===== src/hdl/acp_map.svh =====
// register offsets, field positions, reset values and codes of the
// converter configuration port; definitions only, included by bare name
`ifndef ACP_MAP_SVH
`define ACP_MAP_SVH

// register offsets (low byte of the 13-bit address)
`define ACP_A_PORT 8'h00
`define ACP_A_BURST 8'h02
`define ACP_A_DIE_ID 8'h08
`define ACP_A_DIE_REV 8'h09
`define ACP_A_CORE_SEL 8'h10
`define ACP_A_OFS_COARSE 8'h20
`define ACP_A_OFS_FINE 8'h21
`define ACP_A_GAIN_COARSE 8'h22
`define ACP_A_GAIN_MEDIUM 8'h23
`define ACP_A_GAIN_FINE 8'h24
`define ACP_A_PWR 8'h25
`define ACP_A_SKEW 8'h70
`define ACP_A_SLIP 8'h71

// port_setup fields
`define ACP_B_FOUR_WIRE 7
`define ACP_B_LSB_FIRST 6
`define ACP_B_SOFT_RST 5

// instruction fields
`define ACP_I_RW 15
`define ACP_I_CNT_HI 14
`define ACP_I_CNT_LO 13
`define ACP_I_ADDR_HI 12
`define ACP_I_BYTE_HI 7
`define ACP_I_LAST_BIT 4'hF
`define ACP_D_LAST_BIT 4'h7
`define ACP_CNT_STREAM 2'h3

// reset values and codes
`define ACP_R_PORT 8'h00
`define ACP_R_CORE_SEL 8'h00
`define ACP_R_SKEW 8'h00
`define ACP_R_SLIP 8'h00
`define ACP_R_BURST 8'hFF
`define ACP_R_PWR 3'h0
`define ACP_NO_CORE_CODE 8'hAD
`define ACP_RD_ZERO 8'h00

// power-down field codes
`define ACP_PD_PIN 3'h0
`define ACP_PD_NORMAL 3'h1
`define ACP_PD_NAP 3'h2
`define ACP_PD_SLEEP 3'h4

`endif


===== src/hdl/acp_pkg.sv =====
// types of the converter configuration port
// used by the port module
package acp_pkg;

	// transfer sequencing
	typedef enum logic [1:0] {
		ACP_ST_INSTR = 2'b00,
		ACP_ST_DATA = 2'b01,
		ACP_ST_DONE = 2'b10
	} acp_state_e;

	// resolved power state of a core, also the tri-level pin code
	typedef enum logic [1:0] {
		ACP_PWR_NORMAL = 2'b00,
		ACP_PWR_NAP = 2'b01,
		ACP_PWR_SLEEP = 2'b10
	} acp_pwr_e;

endpackage


===== src/hdl/acp_config_port.sv =====
// serial configuration port of a dual-core converter: instruction
// decoder, shift engine and register bank.
// assumes sclk, select_n and sdio_in are synchronous to clk and sclk is
// far slower than clk, so every sclk edge is seen as a level change.
//
// Function
// - 3-wire default; setup bit 7 adds output
// - 4-wire mode drives output line while unselected
// - first sclk rise after select starts instruction
// - setup bit 6 selects lsb-first serial order
// - address increments msb-first, decrements lsb-first
// - instruction: read flag, count, 13-bit address
// - count 00..10 gives 1..3, 11 streams
// - short transfers resume after select pauses
// - streaming: late select rise aborts transfer
// - soft reset bit restores defaults, power exempt
// - burst last address ends streaming transfer
// - read-only die identifier and revision registers
// - core index, zero selects none, reads AD
// - per-core coarse and fine offset trims
// - trims start at calibration values, read-modify-write
// - coarse gain four independently weighted bits
// - medium and fine gain 8-bit trims
// - power field per core, pin when zero
// - skew trim register, resets to zero
// - write 0 then 1 to slip bit pulses
`timescale 1ns/1ps
`default_nettype none
`include "acp_map.svh"

module acp_config_port #(
	parameter int NCORE = 2,
	parameter logic [7:0] DIE_ID = 8'h5A, // arbitrary value
	parameter logic [7:0] DIE_REV = 8'h01, // arbitrary value
	parameter logic [7:0] CAL_OFS = 8'h80,
	parameter logic [3:0] CAL_GAIN_COARSE = 4'h0,
	parameter logic [7:0] CAL_GAIN = 8'h80
) (
	input wire logic clk,
	input wire logic rst,
	input wire logic sclk,
	input wire logic select_n,
	input wire logic sdio_in,
	output logic sdio_out,
	output logic sdio_oe_n,
	output logic serial_out_line,
	output logic serial_out_oe_n,
	input wire logic [1:0] power_mode_pin,
	output logic four_wire_mode,
	output logic [NCORE-1:0][7:0] offset_coarse,
	output logic [NCORE-1:0][7:0] offset_fine,
	output logic [NCORE-1:0][3:0] gain_coarse,
	output logic [NCORE-1:0][7:0] gain_medium,
	output logic [NCORE-1:0][7:0] gain_fine,
	output logic [NCORE-1:0][1:0] power_state,
	output logic [7:0] skew_trim,
	output logic phase_slip_pulse
);

	// ------------------------------------------------------------
	// helpers
	// ------------------------------------------------------------

	function automatic logic [7:0] rev8(input logic [7:0] v);
		logic [7:0] r;
		r = '0;
		for (int i = 0; i < 8; i++) begin
			r[i] = v[7-i];
		end
		return r;
	endfunction

	function automatic logic [15:0] rev16(input logic [15:0] v);
		return {rev8(v[7:0]), rev8(v[15:8])};
	endfunction

	// ------------------------------------------------------------
	// register state
	// ------------------------------------------------------------

	logic [7:0] port_q;
	logic [7:0] burst_q;
	logic [7:0] core_sel_q;
	logic [7:0] skew_q;
	logic [7:0] slip_q;
	logic slip_armed_q;
	logic slip_pulse_q;
	logic [7:0] ofs_c_q [NCORE];
	logic [7:0] ofs_f_q [NCORE];
	logic [3:0] gain_c_q [NCORE];
	logic [7:0] gain_m_q [NCORE];
	logic [7:0] gain_f_q [NCORE];
	logic [2:0] pwr_q [NCORE];

	// write strobe from the shift engine
	logic wr_en;
	logic [7:0] wr_addr;
	logic [7:0] wr_data;
	logic soft_rst;

	// ------------------------------------------------------------
	// shift engine state
	// ------------------------------------------------------------

	acp_pkg::acp_state_e state_q;
	logic [3:0] bit_q;
	logic [14:0] ins_q;
	logic [6:0] din_q;
	logic [7:0] dout_q;
	logic [12:0] addr_q;
	logic rw_q;
	logic stream_q;
	logic [1:0] left_q;
	logic any_data_q;
	logic sclk_q;

	logic lsb_first;
	logic sclk_rise;
	logic sclk_fall;
	logic [15:0] ins_word;
	logic [7:0] din_word;
	logic [12:0] step_addr;
	logic [12:0] rd_addr;
	logic [7:0] rd_data;
	logic [7:0] rd_load;
	logic last_byte;
	logic rd_next;

	assign lsb_first = port_q[`ACP_B_LSB_FIRST];
	assign four_wire_mode = port_q[`ACP_B_FOUR_WIRE];

	// edges only count while selected
	assign sclk_rise = sclk & ~sclk_q & ~select_n;
	assign sclk_fall = ~sclk & sclk_q & ~select_n;

	// whole instruction is reversed in lsb-first order
	assign ins_word = lsb_first ? rev16({ins_q, sdio_in}) :
		{ins_q, sdio_in};
	assign din_word = lsb_first ? rev8({din_q, sdio_in}) :
		{din_q, sdio_in};
	assign step_addr = lsb_first ? addr_q - 13'h1 : addr_q + 13'h1;
	assign rd_addr = (state_q == acp_pkg::ACP_ST_INSTR) ?
		ins_word[`ACP_I_ADDR_HI:0] : step_addr;
	assign rd_load = lsb_first ? rev8(rd_data) : rd_data;

	// streaming ends at the burst address, short ones by count
	assign last_byte = stream_q ?
		(addr_q == {5'h00, burst_q}) : (left_q == 2'h0);
	// this rise ends a byte that a read byte follows
	assign rd_next = (state_q == acp_pkg::ACP_ST_INSTR &&
		bit_q == `ACP_I_LAST_BIT) ? ins_word[`ACP_I_RW] :
		(state_q == acp_pkg::ACP_ST_DATA && bit_q == `ACP_D_LAST_BIT &&
		rw_q && !last_byte);

	// sclk history for edge detection
	always_ff @(posedge clk) begin
		if (rst) begin
			sclk_q <= 1'b0;
		end else begin
			sclk_q <= sclk;
		end
	end

	// instruction and data sequencing
	always_ff @(posedge clk) begin
		if (rst || soft_rst) begin
			state_q <= acp_pkg::ACP_ST_INSTR;
			bit_q <= 4'h0;
			ins_q <= '0;
			din_q <= '0;
			addr_q <= '0;
			rw_q <= 1'b0;
			stream_q <= 1'b0;
			left_q <= 2'h0;
			any_data_q <= 1'b0;
		end else if (select_n) begin
			// pauses keep state except after the last byte or late in a streaming transfer
			if (state_q == acp_pkg::ACP_ST_DONE ||
				(state_q == acp_pkg::ACP_ST_DATA && stream_q &&
				(any_data_q || bit_q != 4'h0))) begin
				state_q <= acp_pkg::ACP_ST_INSTR;
				bit_q <= 4'h0;
			end
		end else if (sclk_rise) begin
			case (state_q)
				acp_pkg::ACP_ST_INSTR: begin
					// raw arrival order; reversal only on decode
					ins_q <= {ins_q[13:0], sdio_in};
					if (bit_q == `ACP_I_LAST_BIT) begin
						rw_q <= ins_word[`ACP_I_RW];
						stream_q <= ins_word[`ACP_I_CNT_HI:`ACP_I_CNT_LO] ==
							`ACP_CNT_STREAM;
						left_q <= ins_word[`ACP_I_CNT_HI:`ACP_I_CNT_LO];
						addr_q <= ins_word[`ACP_I_ADDR_HI:0];
						any_data_q <= 1'b0;
						bit_q <= 4'h0;
						state_q <= acp_pkg::ACP_ST_DATA;
					end else begin
						bit_q <= bit_q + 4'h1;
					end
				end
				acp_pkg::ACP_ST_DATA: begin
					din_q <= {din_q[5:0], sdio_in};
					if (bit_q == `ACP_D_LAST_BIT) begin
						bit_q <= 4'h0;
						any_data_q <= 1'b1;
						if (last_byte) begin
							state_q <= acp_pkg::ACP_ST_DONE;
						end else begin
							addr_q <= step_addr;
							left_q <= left_q - 2'h1;
						end
					end else begin
						bit_q <= bit_q + 4'h1;
					end
				end
				default: bit_q <= 4'h0;
			endcase
		end
	end

	// write strobe raised on the last bit of a write data byte
	always_ff @(posedge clk) begin
		if (rst) begin
			wr_en <= 1'b0;
			wr_addr <= '0;
			wr_data <= '0;
		end else begin
			wr_en <= sclk_rise && state_q == acp_pkg::ACP_ST_DATA &&
				!rw_q && bit_q == `ACP_D_LAST_BIT && !select_n &&
				addr_q[`ACP_I_ADDR_HI:8] == 5'h00;
			wr_addr <= addr_q[`ACP_I_BYTE_HI:0];
			wr_data <= din_word;
		end
	end

	// read shifter: loaded on a rising edge, advanced on falling edges
	always_ff @(posedge clk) begin
		if (rst) begin
			dout_q <= '0;
		end else if (sclk_rise && rd_next) begin
			dout_q <= rd_load;
		end else if (sclk_fall && state_q == acp_pkg::ACP_ST_DATA &&
			rw_q && bit_q != 4'h0) begin
			dout_q <= {dout_q[6:0], 1'b0};
		end
	end


	// ------------------------------------------------------------
	// pins
	// ------------------------------------------------------------

	// shared line driven only during read data in 3-wire mode
	assign sdio_out = dout_q[7];
	assign sdio_oe_n = ~(state_q == acp_pkg::ACP_ST_DATA && rw_q &&
		!select_n && !four_wire_mode);
	// dedicated output stays on whenever 4-wire is set, even unselected
	assign serial_out_line = dout_q[7];
	assign serial_out_oe_n = ~four_wire_mode;

	// ------------------------------------------------------------
	// register bank
	// ------------------------------------------------------------

	assign soft_rst = wr_en && wr_addr == `ACP_A_PORT &&
		wr_data[`ACP_B_SOFT_RST];

	// global registers; soft reset bit itself is never stored
	always_ff @(posedge clk) begin
		if (rst || soft_rst) begin
			port_q <= `ACP_R_PORT;
			burst_q <= `ACP_R_BURST;
			core_sel_q <= `ACP_R_CORE_SEL;
			skew_q <= `ACP_R_SKEW;
			slip_q <= `ACP_R_SLIP;
		end else if (wr_en) begin
			case (wr_addr)
				`ACP_A_PORT: port_q <= wr_data;
				`ACP_A_BURST: burst_q <= wr_data;
				`ACP_A_CORE_SEL: core_sel_q <= wr_data;
				`ACP_A_SKEW: skew_q <= wr_data;
				`ACP_A_SLIP: slip_q <= wr_data;
				default: ;
			endcase
		end
	end

	// phase slip needs a 0 write before the 1 write
	always_ff @(posedge clk) begin
		if (rst || soft_rst) begin
			slip_armed_q <= 1'b0;
			slip_pulse_q <= 1'b0;
		end else begin
			slip_pulse_q <= wr_en && wr_addr == `ACP_A_SLIP &&
				wr_data[0] && slip_armed_q;
			if (wr_en && wr_addr == `ACP_A_SLIP) begin
				slip_armed_q <= ~wr_data[0];
			end
		end
	end

	assign phase_slip_pulse = slip_pulse_q;
	assign skew_trim = skew_q;

	// per-core trims and power field, written through the core index
	for (genvar k = 0; k < NCORE; k++) begin : g_core
		logic hit;
		assign hit = wr_en && core_sel_q[k];

		// trims restart at calibration values
		always_ff @(posedge clk) begin
			if (rst || soft_rst) begin
				ofs_c_q[k] <= CAL_OFS;
				ofs_f_q[k] <= CAL_OFS;
				gain_c_q[k] <= CAL_GAIN_COARSE;
				gain_m_q[k] <= CAL_GAIN;
				gain_f_q[k] <= CAL_GAIN;
			end else if (hit) begin
				case (wr_addr)
					`ACP_A_OFS_COARSE: ofs_c_q[k] <= wr_data;
					`ACP_A_OFS_FINE: ofs_f_q[k] <= wr_data;
					`ACP_A_GAIN_COARSE: gain_c_q[k] <= wr_data[3:0];
					`ACP_A_GAIN_MEDIUM: gain_m_q[k] <= wr_data;
					`ACP_A_GAIN_FINE: gain_f_q[k] <= wr_data;
					default: ;
				endcase
			end
		end

		// power field ignores soft reset
		always_ff @(posedge clk) begin
			if (rst) begin
				pwr_q[k] <= `ACP_R_PWR;
			end else if (hit && wr_addr == `ACP_A_PWR) begin
				pwr_q[k] <= wr_data[2:0];
			end
		end

		// resolved state; reserved codes fall back to the pin
		always_comb begin
			case (pwr_q[k])
				`ACP_PD_NORMAL: power_state[k] = acp_pkg::ACP_PWR_NORMAL;
				`ACP_PD_NAP: power_state[k] = acp_pkg::ACP_PWR_NAP;
				`ACP_PD_SLEEP: power_state[k] = acp_pkg::ACP_PWR_SLEEP;
				default: power_state[k] = power_mode_pin;
			endcase
		end

		assign offset_coarse[k] = ofs_c_q[k];
		assign offset_fine[k] = ofs_f_q[k];
		assign gain_coarse[k] = gain_c_q[k];
		assign gain_medium[k] = gain_m_q[k];
		assign gain_fine[k] = gain_f_q[k];
	end

	// read mux; indexed reads use the lowest selected core
	always_comb begin
		logic found;
		logic [7:0] idx_val;
		logic [7:0] a;
		found = 1'b0;
		idx_val = `ACP_NO_CORE_CODE;
		a = rd_addr[`ACP_I_BYTE_HI:0];
		for (int k = 0; k < NCORE; k++) begin
			if (!found && core_sel_q[k]) begin
				found = 1'b1;
				case (a)
					`ACP_A_OFS_COARSE: idx_val = ofs_c_q[k];
					`ACP_A_OFS_FINE: idx_val = ofs_f_q[k];
					`ACP_A_GAIN_COARSE: idx_val = {4'h0, gain_c_q[k]};
					`ACP_A_GAIN_MEDIUM: idx_val = gain_m_q[k];
					`ACP_A_GAIN_FINE: idx_val = gain_f_q[k];
					default: idx_val = {5'h00, pwr_q[k]};
				endcase
			end
		end
		rd_data = `ACP_RD_ZERO;
		if (rd_addr[`ACP_I_ADDR_HI:8] == 5'h00) begin
			case (a)
				`ACP_A_PORT: rd_data = port_q;
				`ACP_A_BURST: rd_data = burst_q;
				`ACP_A_DIE_ID: rd_data = DIE_ID;
				`ACP_A_DIE_REV: rd_data = DIE_REV;
				`ACP_A_CORE_SEL: rd_data = core_sel_q;
				`ACP_A_OFS_COARSE, `ACP_A_OFS_FINE, `ACP_A_GAIN_COARSE,
				`ACP_A_GAIN_MEDIUM, `ACP_A_GAIN_FINE,
				`ACP_A_PWR: rd_data = idx_val;
				`ACP_A_SKEW: rd_data = skew_q;
				`ACP_A_SLIP: rd_data = slip_q;
				default: rd_data = `ACP_RD_ZERO;
			endcase
		end
	end

endmodule

`default_nettype wire


===== config.mk =====
export PLATFORM = sky130hd
export DESIGN_NAME = acp_config_port
export DESIGN_NICKNAME = d
export VERILOG_FILES = /design/src/hdl/acp_pkg.sv /design/src/hdl/acp_config_port.sv
export VERILOG_INCLUDE_DIRS = /design/src /design/src/hdl
export SDC_FILE = /design/constraint.sdc
export NUM_CORES = 1
export LEC_CHECK = 0
export BUFFER_PORTS_ARGS = -buffer_cell sky130_fd_sc_hd__buf_2
export CAP_MARGIN = 10
export CORE_MARGIN = 2
export CORE_UTILIZATION = 45
export DETAILED_ROUTE_END_ITERATION = 12
export PLACE_DENSITY = 0.69
export SYNTH_ARGS = -nofsm -noshare
export SYNTH_HDL_FRONTEND = slang
export SYNTH_SLANG_ARGS = --single-unit

===== constraint.sdc =====
create_clock -name clk -period 10.8 [get_ports clk]
set_input_delay 0.54 -clock clk [delete_from_list [all_inputs] [get_ports clk]]
set_output_delay 0.54 -clock clk [all_outputs]
set_load 0.01 [all_outputs]

# == Word level (Yosys, flattened, before mapping) ==
# Memory sizes are Yosys's and may differ from the RTL's.
# Cells that the tools add are included.
# op_classes
n_addsub,4
n_eq_ne,41
muxes,99
bitwise,22
n_reduce_logical,60
# op_table
cell,n
8-bit two-way mux,15
"8-bit by 6-bit equality test with 1-bit output, second input constant",12
8-bit case mux with 5 select lines,2
13-bit two-way mux,5
8-bit case mux with 8 select lines,1
1-bit two-way mux,50
"8-bit by 7-bit equality test with 1-bit output, second input constant",4
1-bit logical AND,28
4-bit two-way mux,7
13-bit case mux with 2 select lines,1
2-bit two-way mux,9
"8-bit by 2-bit equality test with 1-bit output, second input constant",2
"8-bit by 4-bit equality test with 1-bit output, second input constant",2
"8-bit by 5-bit equality test with 1-bit output, second input constant",2
8-bit logical NOT,2
16-bit two-way mux,1
"13-bit by 1-bit adder with 13-bit output, second input constant",1
13-bit by 8-bit equality test with 1-bit output,1
"13-bit by 1-bit subtractor with 13-bit output, second input constant",1
1-bit OR,12
2-bit case mux with 3 select lines,2
2-bit AND reduction,6
6-bit AND reduction,2
5-bit logical NOT,2
29 further kinds,56
# word_totals
register_bits,114
ram_bits,78
input_bits,7
out_inout_bits,90
n_memories,6
# mem_list
memory,depth,width,read_ports,rd_clocked_by_memory_dff,write_ports,line_no,rtl
gain_f_q,2,8,2,0,2,acp_config_port.sv:92,logic [7:0] gain_f_q [NCORE];
gain_m_q,2,8,2,0,2,acp_config_port.sv:91,logic [7:0] gain_m_q [NCORE];
ofs_c_q,2,8,2,0,2,acp_config_port.sv:88,logic [7:0] ofs_c_q [NCORE];
ofs_f_q,2,8,2,0,2,acp_config_port.sv:89,logic [7:0] ofs_f_q [NCORE];
gain_c_q,2,4,2,0,2,acp_config_port.sv:90,logic [3:0] gain_c_q [NCORE];
pwr_q,2,3,2,0,2,acp_config_port.sv:93,logic [2:0] pwr_q [NCORE];

# == Depth between registers and ports, before layout ==
# logic_depth
ltp_word,11
mapped_depth,12

# == Least setup slack after synthesis ==
# Ideal clock, no wire load.
# synth_path
path_type,flip-flop to flip-flop
startpoint,register port_q[6]
endpoint,register dout_q[6]
setup_ns,0.147
arrival_time_ns,3.310
required_ns,10.653
slack_ns,7.343
stages_incl_launch_ff,12
path_buffers,1
synth_period_minus_slack_ns,3.457
cell_sequence,dfxtp_1 ha_1 or2_1 buf_4 a21o_1 a22oi_1 o21ai_1 or3_4 a222oi_1 o22ai_1 a2111oi_0 a2111oi_1
# synth_via
elab_chain_len,10
word_cells_on_any_way,29
classes_between,12 x eq/ne; 12 x mux; 5 x reduce/logical
# synth_rtl
item,line_no,rtl
"start, declared",acp_config_port.sv:81,logic [7:0] port_q;
"start signal, assigned",acp_config_port.sv:272,port_q <= `ACP_R_PORT;
"start signal, assigned",acp_config_port.sv:279,`ACP_A_PORT: port_q <= wr_data;
13-bit two-way mux / 16-bit two-way mux (equally long branches),"acp_config_port.sv:141, acp_config_port.sv:137",
13-bit two-way mux,acp_config_port.sv:142,assign rd_addr = (state_q == acp_pkg::ACP_ST_INSTR) ?
8-bit by 6-bit equality test with 1-bit output,"acp_config_port.sv:368, acp_config_port.sv:380",
8-bit case mux with 5 select lines,acp_config_port.sv:368,case (a)
8-bit two-way mux (2 in a row),acp_config_port.sv:366,if (!found && core_sel_q[k]) begin
8-bit case mux with 8 select lines,acp_config_port.sv:380,case (a)
8-bit two-way mux,acp_config_port.sv:379,if (rd_addr[`ACP_I_ADDR_HI:8] == 5'h00) begin
8-bit two-way mux,acp_config_port.sv:144,assign rd_load = lsb_first ? rev8(rd_data) : rd_data;
8-bit two-way mux,acp_config_port.sv:241,end else if (sclk_rise && rd_next) begin
"end signal, assigned",acp_config_port.sv:242,dout_q <= rd_load;
"end signal, assigned",acp_config_port.sv:245,"dout_q <= {dout_q[6:0], 1'b0};"
"end, declared",acp_config_port.sv:109,logic [7:0] dout_q;
# Several ways; a longest one is shown, not always the timed one.
# A chain may end at the register's enable or synchronous reset.

# == Worst setup path after layout ==
# Same ends and word-level chain as after synthesis.

==> run summary <==
Initial antenna violation count -> 0
Setup Viol. Count Final -> 0
Drc violations -> 0
Number of fill cells -> 2040
Crit path launch type -> register
Post-DP HPWL -> 23.19 mm
First-pass GRT wire length -> 49.39 mm
Slew Limit Headroom -> 0.1948
TritonCTS Buffers -> 17
Chip height -> 154.9 um
Max-capacitance violation count -> 0
Initial core utilization -> 0.4552
Mapped Area -> 10240 um2
Fmax -> 0.2113 GHz
# IOs -> 97
RSZ-0062 raised after global routing -> no
Mapped Nets -> 1110
Die Area -> 23990 um2
P per Cell Area -> 131.6 nW/um2
Critical path's slowest cell -> o21ai_2
Die X -> 154.9 um
Setup crit end kind -> register
Top-count cell post-synth -> nor2_1
Tcrit/Tclk final -> 0.4383
Setup CP Type -> reg -> reg
RD Place Congestion -> 0.9484
Dominant cell type by area after synthesis -> edfxtp_1
Ant. Diodes -> 0
Vias -> 9021
Worst EP required -> 11130 ps
Final ANT Viol Nets -> 0
Layout cells sized above 1 -> 0.1509
CTS clk-pin slew, worst paths -> 80 ps
Post-CTS Setup Inserts -> 0
Post-synth EDFFs -> 78
Worst-Margin Slew -> 1208 ps
GR Overflow Total -> 0
Post-synthesis xor/xnor area fraction -> 0.01454
Dpl cells -> 1413
PostCTS Resize Cnt -> 0
CP cell instances -> buf_4 -> mux2_4 -> o21ai_2 -> nand2_1 -> a21oi_1 -> buf_4 -> and4_1 -> a22oi_1 -> nand3_1 -> a2111oi_0 -> a2111oi_1
Global Route Usage Sum -> 0.2673
Largest family of logic cells by synthesized area -> simple AND/OR/NAND/NOR gates
CTS sink count -> 192
CTS H-Tree Depth -> 4
Top cells by count, synth -> nor2_1, dfxtp_1, nand2_1
Fin nets -> 1175
Arr. time, crit path -> 5070 ps
Area post-placement -> 10860 um2
Starting DRT DRC Count -> 1213
FF+latch count, synth -> 192
Largest cells by area after synthesis -> edfxtp_1, dfxtp_1, mux2i_1, nor2_1, and2_1
CTS hold repair buffers -> 0
Slowest stage delay, CP -> 750 ps
Static Leakage -> 4.197 nW
Post-place setup slack -> 6043 ps
Setup TNS -> 0 ps
Final Instance Area -> 11510 um2
WL/cell -> 22.06 um
Clk_lat worst skew -> 450 ps
Largest net degree at the start of global routing -> 57
Register-to-Register Setup Slack -> 6070 ps
# port buffers -> 96
Crit path buf inv count -> 2
Post-synthesis compound-gate area fraction -> 0.1819
Slack of the critical path -> 6067 ps
Worst vdd ir -> 0.1129 mV
Layout Skew -> 14.44 ps
Core outline area -> 22500 um2
Vias in the first global route -> 8244
Critical Path Fanout Max -> 34
Cell count after synthesis -> 1088
Yosys warns -> 0
DR vias/cell -> 6.217
Post-synth ARST share -> 0
Tightest Hold Check Type -> in -> reg
P&R area growth vs syn -> 12.32%
Status -> finished, final reports clean
Count of distinct cell types in the synthesized netlist -> 90
Syn avg cell area -> 9.415 um2
Worst path most repeated cell -> buf_4
Yosys top cell area share -> 0.2287
Final period demand of the worst path -> 4733 ps
Multiplexer share of the synthesized area -> 0.09136
CTS root buffer -> clkbuf_16
Rows -> 55
Final Hold Fails -> 0
Ys flop type -> dfxtp_1
Post-Layout Cell Count -> 1451
Max-slew violation count -> 0
Seq/Total Area, Yosys -> 0.4514
Drt pass-1 iters -> 6
CTS Buffer Depth -> 2
Top delay family on crit path -> compound AO/OA/AOI/OAI gates
Total Wirelength -> 32.01 mm
CTS tree -> yes
Simple-gate area share of the yosys netlist -> 0.2095
Adder-Cell Fraction of Synth Area -> 0.01905
worst reg2reg max path, stage by stage (launching register included):
cell and delay (ps):
dfxtp_2 610, buf_4 540, mux2_4 390, o21ai_2 750
nand2_1 210, a21oi_1 670, buf_4 290, and4_1 360
a22oi_1 140, nand3_1 180, a2111oi_0 100, a2111oi_1 390
worst paths after layout:
kind | startpoint | end | cells past startpoint
max | port_q[6]$_SDFFE_PP0P_ | dout_q[6]$_SDFFE_PP0P_ | 11
min | sclk | sclk_q$_SDFF_PP0_ | 2
max reg2reg | port_q[6]$_SDFFE_PP0P_ | dout_q[6]$_SDFFE_PP0P_ | 11
min reg2reg | slip_armed_q$_SDFFE_PP0P_ | phase_slip_pulse$_SDFF_PP0_ | 2
area by class of cell:
cell class / instances / area [um2] / area share
tap: 285 / 356.6 / 0.03099
clock inverter: 15 / 188.9 / 0.01642
timing repair buffer: 107 / 553.0 / 0.04806
clock buffer: 17 / 425.4 / 0.03697
inverter: 17 / 63.81 / 0.005546
sequential: 192 / 4626 / 0.4020
multi-input combinational: 818 / 5293 / 0.4600
layout by cell type (no fill, tap or decap), types with 17 or more instances in the layout:
cell type / netlist / final
a21oi_1: 55 / 55
a22oi_1: 17 / 17
and2_1: 63 / 63
buf_2: 9 / 99
clkbuf_16: 0 / 17
dfxtp_1: 114 / 113
edfxtp_1: 78 / 78
mux2i_1: 77 / 77
nand2_1: 100 / 100
nand3_1: 30 / 30
nor2_1: 130 / 130
nor3_1: 38 / 38
o211ai_1: 19 / 19
o21ai_0: 37 / 37
per-layer routing:
metal,vias up,global-route usage,share of wire
li1,4160,-,-
met2,396,0.4207,0.46
met4,0,0.06614,0.021
met1,4405,0.3835,0.44
met5,-,0,0
met3,60,0.04708,0.081
where the power goes:
group / switching [W] / internal (W)
sequential: 0.0000139 / 0.000766
combinational: 0.0000519 / 0.0000257
clock: 0.000337 / 0.000319
total: 0.000403 / 0.00111
sequential cells by signal, indices dropped and copies added (netlist names), 2 cells and up:
| signal | count |
|---|---|
| pwr_q | 6 |
| wr_addr | 8 |
| core_sel_q | 8 |
| slip_q | 8 |
| ofs_c_q | 16 |
| state_q | 2 |
| dout_q | 8 |
| port_q | 8 |
| wr_data | 8 |
| burst_q | 8 |
| gain_c_q | 8 |
| ins_q | 15 |
| skew_trim | 8 |
| bit_q | 4 |
| addr_q | 13 |
| gain_f_q | 16 |
| left_q | 2 |
| din_q | 7 |
| ofs_f_q | 16 |
| gain_m_q | 16 |
kinds of logic after synthesis:
group	after synthesis
simple gates	443
fa+ha+maj	15
compound gates	255
buf+inv	78
flops	192
mux	88
xor+xnor	17
metrics by stage:
step                total power, W  hold WS, ps  utilization
floorplan                0.0008361        435.5            -
global placement         0.0008713        458.2       0.4825
finish                    0.001514        358.4       0.5113
CTS                       0.001513        355.0       0.5098
global route              0.001554        378.1       0.5113
detailed placement       0.0008718        463.8       0.4825
No activity file was read; power rests on OpenSTA's default activity.
